File: src/ebt_defines.svh
// Purpose: constants for the event break and trace block
// Assumes: apb byte addresses, 32-bit data
// Notes: condition codes are shared by break, start and stop selects
`ifndef EBT_DEFINES_SVH
`define EBT_DEFINES_SVH
`define EBT_A_CTRL 8'h00
`define EBT_A_EVA_ADDR 8'h04
`define EBT_A_EVA_CFG 8'h08
`define EBT_A_EVB_ADDR 8'h0c
`define EBT_A_EVB_CFG 8'h10
`define EBT_A_STATUS 8'h14
`define EBT_A_TR_PTR 8'h18
`define EBT_A_TR_LO 8'h1c
`define EBT_A_TR_HI 8'h20
`define EBT_C_NONE 3'h0
`define EBT_C_A 3'h1
`define EBT_C_AORB 3'h2
`define EBT_C_AANDB 3'h3
`define EBT_C_BTHENA 3'h4
`define EBT_C_FULL 3'h5
`define EBT_DIR_RW 2'h0
`define EBT_DIR_RD 2'h1
`define EBT_DIR_WR 2'h2
`define EBT_CTRL_RST 32'h0000_0000
`define EBT_CFG_RST 32'h0000_0000
`endif

File: src/ebt_pkg.sv
// Purpose: types for the event break and trace block
// Assumes: nothing
// Notes: capture states gray coded along idle-wait-trace-stop
package ebt_pkg;
  typedef enum logic [1:0] {
    EBT_IDLE = 2'b00,
    EBT_WAIT = 2'b01,
    EBT_TRACE = 2'b11,
    EBT_STOP = 2'b10
  } ebt_state_e;
  typedef logic [2:0] ebt_cond_t;
endpackage : ebt_pkg

File: src/ebt_core.sv
// Purpose: event compare, break and trace capture behind an apb slave
// Assumes: cpu bus and branch inputs synchronous to i_clk
// Notes: i_wdt_rst is a one-cycle synchronous watchdog reset pulse
`timescale 1ns/1ps
`include "ebt_defines.svh"
module ebt_core
  import ebt_pkg::*;
#(
  parameter int AW = 20,
  parameter int DW = 16,
  parameter int DEPTH = 16
) (
  input wire logic i_clk,
  input wire logic i_rst_n,
  input wire logic i_psel,
  input wire logic i_penable,
  input wire logic i_pwrite,
  input wire logic [7:0] i_paddr,
  input wire logic [31:0] i_pwdata,
  output logic [31:0] o_prdata,
  output logic o_pready,
  output logic o_pslverr,
  input wire logic i_run,
  input wire logic i_wdt_rst,
  input wire logic i_bus_valid,
  input wire logic i_bus_write,
  input wire logic i_bus_dtc,
  input wire logic [AW-1:0] i_bus_addr,
  input wire logic [DW-1:0] i_bus_data,
  input wire logic i_branch_valid,
  input wire logic [AW-1:0] i_branch_src,
  input wire logic [AW-1:0] i_branch_dst,
  output logic o_break_req
);
  localparam int IW = $clog2(DEPTH);
  localparam int CW = $clog2(DEPTH + 1);
  localparam logic [CW-1:0] FULLCNT = CW'(DEPTH);

  logic [31:0] ctrl_reg;
  logic [31:0] ev_addr_reg [2];
  logic [31:0] ev_cfg_reg [2];
  logic [CW-1:0] ptr_reg;
  logic [CW-1:0] cnt_reg;
  logic [31:0] mem_lo [DEPTH];
  logic [31:0] mem_hi [DEPTH];
  logic [31:0] prdata_reg;
  logic brk_reg;
  logic run_q_reg;
  logic sa_reg;
  logic sb_reg;
  logic arm_reg;
  ebt_state_e st_reg;
  ebt_state_e st_next;
  logic [1:0] hit;
  logic wr_en;
  logic rd_setup;
  logic mapped;
  logic [31:0] rd_mux;
  logic run_rise;
  logic clr;
  logic full;
  logic start_now;
  logic stop_now;
  logic brk_cond;
  logic rec_hit;
  logic rec_en;
  logic fill_now;
  ebt_cond_t brk_sel;
  ebt_cond_t start_sel;
  ebt_cond_t stop_sel;

  assign brk_sel = ctrl_reg[2:0];
  assign start_sel = ctrl_reg[7:5];
  assign stop_sel = ctrl_reg[10:8];
  assign run_rise = i_run & ~run_q_reg;
  assign clr = run_rise | i_wdt_rst;
  assign full = (cnt_reg == FULLCNT);

  // apb slave: zero wait states, read data latched in setup
  assign o_pready = 1'b1;
  assign o_pslverr = i_psel & i_penable & ~mapped;
  assign o_prdata = prdata_reg;
  assign wr_en = i_psel & i_penable & i_pwrite & mapped;
  assign rd_setup = i_psel & ~i_penable & ~i_pwrite;

  always_comb begin
    mapped = 1'b1;
    rd_mux = 32'h0;
    case (i_paddr)
      `EBT_A_CTRL: rd_mux = ctrl_reg;
      `EBT_A_EVA_ADDR: rd_mux = ev_addr_reg[0];
      `EBT_A_EVA_CFG: rd_mux = ev_cfg_reg[0];
      `EBT_A_EVB_ADDR: rd_mux = ev_addr_reg[1];
      `EBT_A_EVB_CFG: rd_mux = ev_cfg_reg[1];
      `EBT_A_STATUS: rd_mux = {16'h0, 8'(cnt_reg), 1'b0, brk_reg, full,
                              st_reg, arm_reg, sb_reg, sa_reg};
      `EBT_A_TR_PTR: rd_mux = 32'(ptr_reg);
      `EBT_A_TR_LO: rd_mux = (ptr_reg < cnt_reg) ? mem_lo[ptr_reg[IW-1:0]] : 32'h0;
      `EBT_A_TR_HI: rd_mux = (ptr_reg < cnt_reg) ? mem_hi[ptr_reg[IW-1:0]] : 32'h0;
      default: mapped = 1'b0;
    endcase
  end

  always_ff @(posedge i_clk or negedge i_rst_n) begin
    if (!i_rst_n) begin
      prdata_reg <= 32'h0;
    end else if (rd_setup) begin
      prdata_reg <= rd_mux;
    end
  end

  always_ff @(posedge i_clk or negedge i_rst_n) begin
    if (!i_rst_n) begin
      ctrl_reg <= `EBT_CTRL_RST;
      ptr_reg <= '0;
    end else if (wr_en) begin
      if (i_paddr == `EBT_A_CTRL) begin
        ctrl_reg <= {20'h0, i_pwdata[11:0]};
      end
      if (i_paddr == `EBT_A_TR_PTR) begin
        ptr_reg <= i_pwdata[CW-1:0];
      end
    end
  end

  // one address and one config word per channel; a write replaces it
  genvar g;
  for (g = 0; g < 2; g++) begin : g_ev
    logic [AW-1:0] mask;
    logic dir_ok;
    logic [7:0] wa_addr;
    logic [7:0] wa_cfg;
    assign wa_addr = (g == 0) ? `EBT_A_EVA_ADDR : `EBT_A_EVB_ADDR;
    assign wa_cfg = (g == 0) ? `EBT_A_EVA_CFG : `EBT_A_EVB_CFG;
    always_ff @(posedge i_clk or negedge i_rst_n) begin
      if (!i_rst_n) begin
        ev_addr_reg[g] <= 32'h0;
        ev_cfg_reg[g] <= `EBT_CFG_RST;
      end else if (wr_en) begin
        if (i_paddr == wa_addr) begin
          ev_addr_reg[g] <= {{(32-AW){1'b0}}, i_pwdata[AW-1:0]};
        end
        if (i_paddr == wa_cfg) begin
          ev_cfg_reg[g] <= {24'h0, i_pwdata[7:0]};
        end
      end
    end
    // mask of 1..15 low bits; zero count treated as unmasked
    assign mask = ev_cfg_reg[g][1] ? ~((AW'(1) << ev_cfg_reg[g][5:2]) - AW'(1))
                                   : {AW{1'b1}};
    always_comb begin
      case (ev_cfg_reg[g][7:6])
        `EBT_DIR_RW: dir_ok = 1'b1;
        `EBT_DIR_RD: dir_ok = ~i_bus_write;
        `EBT_DIR_WR: dir_ok = i_bus_write;
        default: dir_ok = 1'b0;
      endcase
    end
    assign hit[g] = ev_cfg_reg[g][0] & i_run & i_bus_valid & ~i_bus_dtc & dir_ok
      & (((i_bus_addr ^ ev_addr_reg[g][AW-1:0]) & mask) == '0);
  end

  always_ff @(posedge i_clk or negedge i_rst_n) begin
    if (!i_rst_n) begin
      run_q_reg <= 1'b0;
      sa_reg <= 1'b0;
      sb_reg <= 1'b0;
      arm_reg <= 1'b0;
    end else begin
      run_q_reg <= i_run;
      // fresh hits win over the run-start clear
      sa_reg <= (clr ? 1'b0 : sa_reg) | hit[0];
      sb_reg <= (clr ? 1'b0 : sb_reg) | hit[1];
      arm_reg <= (clr ? 1'b0 : arm_reg) | hit[1];
    end
  end

  function automatic logic cond_met(input ebt_cond_t sel, input logic [1:0] h,
                                    input logic a_s, input logic b_s,
                                    input logic arm, input logic fl);
    case (sel)
      `EBT_C_A: cond_met = h[0];
      `EBT_C_AORB: cond_met = |h;
      `EBT_C_AANDB: cond_met = (h[0] | a_s) & (h[1] | b_s) & (|h);
      `EBT_C_BTHENA: cond_met = arm & h[0];
      `EBT_C_FULL: cond_met = fl;
      default: cond_met = 1'b0;
    endcase
  endfunction : cond_met

  assign brk_cond = cond_met(brk_sel, hit, sa_reg & ~clr, sb_reg & ~clr,
                             arm_reg & ~clr, 1'b0);
  assign start_now = cond_met(start_sel, hit, sa_reg & ~clr, sb_reg & ~clr,
                              arm_reg & ~clr, 1'b0);
  assign stop_now = cond_met(stop_sel, hit, sa_reg & ~clr, sb_reg & ~clr,
                             arm_reg & ~clr, full) | ~i_run;

  assign rec_hit = ctrl_reg[11] ? (|hit) : hit[0];
  assign rec_en = (st_reg == EBT_TRACE) & i_run & ~full & ~i_wdt_rst
    & (ctrl_reg[4] ? rec_hit : i_branch_valid);
  assign fill_now = rec_en & (cnt_reg == FULLCNT - CW'(1));

  always_comb begin
    st_next = st_reg;
    case (st_reg)
      EBT_IDLE: st_next = EBT_IDLE;
      EBT_WAIT: begin
        if (start_now) begin
          st_next = EBT_TRACE;
        end else if (!i_run) begin
          st_next = EBT_STOP;
        end
      end
      EBT_TRACE: begin
        if (stop_now && !(start_now && start_sel != `EBT_C_NONE)) begin
          st_next = EBT_STOP;
        end
      end
      EBT_STOP: st_next = EBT_STOP;
      default: st_next = EBT_IDLE;
    endcase
    if (run_rise || i_wdt_rst) begin
      st_next = (start_sel == `EBT_C_NONE) ? EBT_TRACE : EBT_WAIT;
      if (!i_run) begin
        st_next = EBT_IDLE;
      end
    end
  end

  always_ff @(posedge i_clk or negedge i_rst_n) begin
    if (!i_rst_n) begin
      st_reg <= EBT_IDLE;
      cnt_reg <= '0;
    end else begin
      st_reg <= st_next;
      if (clr) begin
        cnt_reg <= '0;
      end else if (rec_en) begin
        cnt_reg <= cnt_reg + CW'(1);
      end
    end
  end

  always_ff @(posedge i_clk) begin
    if (rec_en && !clr) begin
      mem_lo[cnt_reg[IW-1:0]] <= ctrl_reg[4]
        ? {1'b1, ~hit[0], i_bus_write, {(29-AW){1'b0}}, i_bus_addr}
        : {3'b000, {(29-AW){1'b0}}, i_branch_src};
      mem_hi[cnt_reg[IW-1:0]] <= ctrl_reg[4]
        ? {{(32-DW){1'b0}}, i_bus_data}
        : {{(32-AW){1'b0}}, i_branch_dst};
    end
  end

  always_ff @(posedge i_clk or negedge i_rst_n) begin
    if (!i_rst_n) begin
      brk_reg <= 1'b0;
    end else begin
      brk_reg <= i_run & ~i_wdt_rst & (brk_cond | (ctrl_reg[3] & fill_now));
    end
  end
  assign o_break_req = brk_reg;
endmodule : ebt_core

File: config.mk
export PLATFORM = sky130hd
export DESIGN_NAME = ebt_core
export DESIGN_NICKNAME = d
export VERILOG_FILES = /design/src/ebt_pkg.sv /design/src/ebt_core.sv
export VERILOG_INCLUDE_DIRS = /design/src
export SDC_FILE = /design/constraint.sdc
export NUM_CORES = 1
export LEC_CHECK = 0
export BUFFER_PORTS_ARGS = -buffer_cell sky130_fd_sc_hd__buf_2
export CORE_MARGIN = 2
export CORE_UTILIZATION = 55
export CTS_CLUSTER_SIZE = 16
export DETAILED_ROUTE_END_ITERATION = 8
export PLACE_DENSITY = 0.79
export SYNTH_ARGS = -nofsm -noshare
export SYNTH_HDL_FRONTEND = slang
export SYNTH_SLANG_ARGS = --single-unit
File: constraint.sdc
create_clock -name i_clk -period 7.4 [get_ports i_clk]
set_input_delay 0.74 -clock i_clk [delete_from_list [all_inputs] [get_ports i_clk]]
set_output_delay 0.74 -clock i_clk [all_outputs]
set_load 0.02 [all_outputs]
# After elaboration in Yosys (flattened, before gate mapping)
# Memories as Yosys holds them, arrays and structs flattened.
# Cells that the tools add are included.
totals:
  input_bits: 127
  elab_cells: 163
  register_bits: 117
  ramBits: 832
  n_memories: 2
  output_inout_bits: 35
op_classes:
  n_shift: 2
  n_addsub: 3
  eq_ne: 32
  bitwise: 56
  magnitude_cmp: 1
  mux: 29
  reduce_logical: 24
mem_list:
  columns: ["memory", "words", "width", "read_ports", "rd_ports_with_merged_regs", "write_ports", "line_no", "source"]
  rows:
  - ["mem_lo", 16, 32, 1, 0, 1, "ebt_core.sv:44", "logic [31:0] mem_lo [DEPTH];"]
  - ["mem_hi", 16, 20, 1, 0, 1, "ebt_core.sv:45", "logic [31:0] mem_hi [DEPTH];"]
op_table:
  columns: ["cell", "n"]
  rows:
  - ["$pmux W32 S9", 1]
  - ["$mux W32", 3]
  - ["$mux W20", 3]
  - ["$and A20 B20 Y20", 2]
  - ["$logic_not A20 Y1", 2]
  - ["$not A20 Y20", 2]
  - ["$shl A1 B4 Y20 const A", 2]
  - ["$sub A20 B1 Y20 const B", 2]
  - ["$xor A20 B20 Y20", 2]
  - ["$eq A8 B5 Y1 const B", 4]
  - ["$and A1 B1 Y1", 31]
  - ["$eq A3 B2 Y1 const B", 6]
  - ["$eq A8 B4 Y1 const B", 2]
  - ["$reduce_and A2 Y1", 7]
  - ["$eq A3 B3 Y1 const B", 4]
  - ["$mux W2", 6]
  - ["$not A1 Y1", 11]
  - ["$mux W5", 2]
  - ["$eq A3 B1 Y1 const B", 3]
  - ["$reduce_or A9 Y1", 1]
  - ["$eq A2 B2 Y1 const B", 4]
  - ["$eq A8 B3 Y1 const B", 1]
  - ["$eq A8 B6 Y1 const B", 1]
  - ["$logic_not A8 Y1", 1]
  - ["21 further kinds", 44]

# Logic depth before layout (Yosys ltp)
depth:
  depth_word: 17
  depth_mapped: 14
  depth_no_buf: 11

# Worst setup path before layout
# No wires, ideal clock.
synth_timing:
  kind: "register to register"
  from: "register ev_cfg_reg[35] (netlist bit)"
  to: "memory mem_hi[0][0] (netlist bit), enable pin"
  arrival_ps: 7575
  required_time_ps: 6850
  stages_incl_launch_ff: 14
  setup_ps: 550
  path_slack_ps: -725
  path_cell_list: "dfrtp_1 buf_2 clkbuf_1 or4b_2 ha_1 clkbuf_1 or4_1 a21oi_1 a211oi_1 and4bb_2 a21boi_1 a21oi_4 nand2_4 nor4_1"
synth_between:
  elab_chain_cells: 14
synth_lines:
  columns: ["element", "line_no", "source"]
  rows:
  - ["start: declaration", "ebt_core.sv:41", "logic [31:0] ev_cfg_reg [2];"]
  - ["start signal: indexed assignment", "ebt_core.sv:138", "ev_cfg_reg[g] <= `EBT_CFG_RST;"]
  - ["start signal: indexed assignment", "ebt_core.sv:144", "ev_cfg_reg[g] <= {24'h0, i_pwdata[7:0]};"]
  - ["$shl A1 B4 Y20 *", "ebt_core.sv:149", "assign mask = ev_cfg_reg[g][1] ? ~((AW'(1) << ev_cfg_reg[g][5:2]) - AW'(1))"]
  - ["$sub A20 B1 Y20 *", "ebt_core.sv:149", null]
  - ["$not A20 Y20 *", "ebt_core.sv:149", null]
  - ["$mux W20 *", "ebt_core.sv:149", null]
  - ["$and A20 B20 Y20 *", "ebt_core.sv:160", "& (((i_bus_addr ^ ev_addr_reg[g][AW-1:0]) & mask) == '0);"]
  - ["$logic_not A20 Y1 *", "ebt_core.sv:160", null]
  - ["$and A1 B1 Y1 *", "ebt_core.sv:160", null]
  - ["$reduce_or A2 Y1", "ebt_core.sv:198", "assign rec_hit = ctrl_reg[11] ? (|hit) : hit[0];"]
  - ["$mux W1 *", "ebt_core.sv:198", null]
  - ["$mux W1 *", "ebt_core.sv:200", "& (ctrl_reg[4] ? rec_hit : i_branch_valid);"]
  - ["$and A1 B1 Y1 *", "ebt_core.sv:200", null]
  - ["$logic_and A1 B1 Y1 *", "ebt_core.sv:245", "if (rec_en && !clr) begin"]
  - ["$mux W1 *", "ebt_core.sv:245", null]
  - ["$mux W1 *", "ebt_core.sv:250", "? {{(32-DW){1'b0}}, i_bus_data}"]
  - ["end: declaration", "ebt_core.sv:45", null]
# Mark *: on every way between the ends. The rest lies on a longest branch, timed or not.

# Worst setup path in the final report
layout_timing:
  from: "register ev_cfg_reg[35] (netlist bit)"
  to: "memory mem_lo[8][18], enable pin"
layout_between:
  elab_chain_cells: 14
layout_lines:
  columns: ["element", "line_no", "source"]
  rows:
  - ["$shl A1 B4 Y20 *", "ebt_core.sv:149", null]
  - ["$sub A20 B1 Y20 *", "ebt_core.sv:149", null]
  - ["$not A20 Y20 *", "ebt_core.sv:149", null]
  - ["$mux W20 *", "ebt_core.sv:149", null]
  - ["$and A20 B20 Y20 *", "ebt_core.sv:160", null]
  - ["$logic_not A20 Y1 *", "ebt_core.sv:160", null]
  - ["$and A1 B1 Y1 *", "ebt_core.sv:160", null]
  - ["$reduce_or A2 Y1", "ebt_core.sv:198", null]
  - ["$mux W1 *", "ebt_core.sv:198", null]
  - ["$mux W1 *", "ebt_core.sv:200", null]
  - ["$and A1 B1 Y1 *", "ebt_core.sv:200", null]
  - ["$logic_and A1 B1 Y1 *", "ebt_core.sv:245", null]
  - ["$mux W1 *", "ebt_core.sv:245", null]
  - ["$mux W1 *", "ebt_core.sv:247", "? {1'b1, ~hit[0], i_bus_write, {(29-AW){1'b0}}, i_bus_addr}"]
  - ["end: declaration", "ebt_core.sv:44", null]
# Marked as above.

==> results.ini <==
[floorplanning]
dieArea_um2=62250
dieWidth_um=249.5
num_io_pins=162
initial_core_util_pct=55.84
placementRows=89
coreArea_um2=59350
die_h_um=249.5

[worst_setup_path]
cp_max_fo=39
crit_family=simple AND/OR/NAND/NOR gates
path_class=register to register
cp.arrival_ns=5.70
worstPathBufferInverterCount=2
critPathRequiredTime_ns=7.63
cp_cell_sequence=or4b_2, ha_1, or4_1, a21oi_1, a211oi_1, and4bb_2, a21boi_1, buf_4, a21oi_4, nand2_4, nor3_2, buf_4
critical_path.startpoint_type=register
crit_top_cell=buf_4
max_stage_delay_ns=0.77
endpoint_kind=register
crit_path_top_delay_cell=or4b_2

[placement]
dp.cells=2583
dp_hpwl_um=45270
gp_congestion=0.9528
port-buffer-count=139

[synthesis]
synthFlopType=edfxtp_1
synth.distinct_cells=74
synth-edff-count=688
synth_seq_cells=796
synthArstFlopShare_pct=13.57
syn_area_um2=33150
synth_area_per_cell_um2=19.09
yosysSeqAreaShare_pct=70.48
synth_cells=1736
ys.warnings.count=0

[routing]
drt_iter0_markers=2481
wl_um=86250
first_pass_iters=9
wl_per_cell_um=31.70
antenna_left=0
drc=0
viasPerCell=6.653
vias=18104

[cells_and_area]
stdcell_count=2721
post-route-util_pct=62.75
largest_register_ffs=368
drive_above_1_share_pct=33.16
nNetsFinal=2028
antennaDiodeCount=0
multi_input_area_um2=9251
fill_cells=3921
area_growth_syn_to_layout_pct=12.36
regArea_um2=23380

[cts]
clk_latency_ns=0.62
cts_max_level=3
cts_tree=done
post-cts-setup-buffers=0
cts.sinks=796
cts_buffer_depth=3
root_buffer=clkbuf_16
ctsResizeCount=0
cts_buffers=78
ctsHoldBuffers=0
path_clk_slew_ns=0.06

[sta]
tightest_slew_ns=1.199
maxSlewViolCount=0
finalCriticalPeriod_ns=5.471
hold_violations=0
finClkSkew_ns=0.02793
timing.fmax_ghz=0.1828
period_share_pct=73.93
hold_ws_ns=0.04294
rsz0062_at_grt=false
relSlewSlack_pct=19.85
finalSetupViolCount=0

[global_route]
grt_pass1_wl_um=125900
antenna_found_initial=3
grt_pass1_vias=18593
grt_max_degree=95
grtUsageTotal_pct=28.07
busiest_layer=met2
met2_usage_pct=46.29
grt_overflow_total=0
grtUsageMet3_pct=5.309
met1_usage_pct=36.63

[outcome]
status=completed

[pwr]
total_power_mw=8.969
p_leak_nw=12.58
p_per_area_nw_per_um2=240.8
peakVddDrop_mv=0.1446

[min_path]
min_path_type=input port to asynchronous set/reset pin

[job]
timing.max_cap.violations=0

cells in the final DEF (no fill, tap or decap), drive strengths merged, types with 5 or more instances in the layout:
cell      instances
o2bb2ai          20
mux2            107
ha               11
conb             10
nor2             31
and2             10
mux4            214
clkinvlp          5
mux2i            25
a22oi             5
edfxtp          688
nor2b            10
a221oi           13
a222oi            7
a21o              9
o21ai            44
xnor2            33
and3              7
bufinv            6
buf             176
clkbuf           90
inv              48
nor3             21
dfrtp           108
nor4             10
o211ai            7
nand4             9
a21oi            29
nand2            66
nand3             8
a31oi            14
clkinv           34
xor2             12
through the flow:
step	worst slack [ns]	TNS [ns]	instance area [um2]
floorplan	-0.7252	-124.74	33180
global placement	2.095	0	34770
detailed placement	1.993	0	34770
CTS	1.936	0	37240
global route	1.679	0	37240
finish	1.929	0	37240
kinds of logic after synthesis:
logic type / share of synthesized area, %
compound gates: 3.643
fa+ha+maj: 0.4152
mux: 18.93
other cells: 0.02266
buf+inv: 1.986
simple gates: 3.329
flops: 70.48
xor+xnor: 1.189
Yosys cell counts, types with 8 or more instances:
| cell type | n | area share, % |
|---|---|---|
| buf_2 | 10 | 0.15 |
| buf_4 | 11 | 0.25 |
| nand4_1 | 9 | 0.17 |
| a31oi_1 | 14 | 0.26 |
| nand3_1 | 8 | 0.12 |
| mux2_2 | 107 | 3.6 |
| edfxtp_1 | 688 | 62 |
| xor2_1 | 12 | 0.32 |
| nor2b_1 | 10 | 0.19 |
| mux2i_1 | 25 | 0.75 |
| a221oi_1 | 13 | 0.34 |
| inv_1 | 45 | 0.51 |
| nand2_1 | 64 | 0.72 |
| buf_1 | 23 | 0.26 |
| a21o_1 | 9 | 0.20 |
| nor3_1 | 18 | 0.27 |
| and2_1 | 9 | 0.17 |
| a21oi_1 | 28 | 0.42 |
| dfrtp_1 | 108 | 8.2 |
| mux4_2 | 214 | 15 |
| nor4_1 | 10 | 0.19 |
| clkbuf_1 | 63 | 0.71 |
| xnor2_1 | 33 | 0.87 |
| o2bb2ai_1 | 20 | 0.53 |
| o21ai_0 | 44 | 0.66 |
| nor2_1 | 31 | 0.35 |
| ha_1 | 11 | 0.42 |
power breakdown:
part | internal, mW | switching (mW) | leakage, nW
Sequential | 4.88 | 0.00531 | 7.77
Combinational | 0.0579 | 0.139 | 3.60
Clock | 2.21 | 1.68 | 1.21
worst paths after layout:
path	start	endpoint	slack, ns	cells after the start
worst max-delay path	ev_cfg_reg[35]	mem_lo[8][18]	1.93	12
worst max register to register	ev_cfg_reg[35]	mem_lo[8][18]	1.93	12
worst min-delay path	i_rst_n	o_prdata[11]	0.04	1
worst min register to register	o_prdata[5]	o_prdata[5]	0.48	2
max in group asynchronous	i_rst_n	ctrl_reg[4]	5.85	2
min in group i_clk	i_run	run_q_reg	0.34	1
metal layers:
layer  wire (um)  share of wire [%]  vias up
li1            -                  -     7354
met1       30980                 36     9308
met2       42760                 50     1205
met3        8541                9.9      235
met4        3947                4.6        2
met5          17              0.020        -
final cells by class:
cell class                      instances  share of cell area, %
Sequential cell                       796                  62.77
Clock inverter                         48                  1.115
Timing Repair Buffer                  176                  2.688
Clock buffer                           90                  5.533
Tap cell                              773                  2.597
Multi-Input combinational cell        793                  24.84
Inverter                               45                 0.4535
No activity file was read; power rests on OpenSTA's default activity.
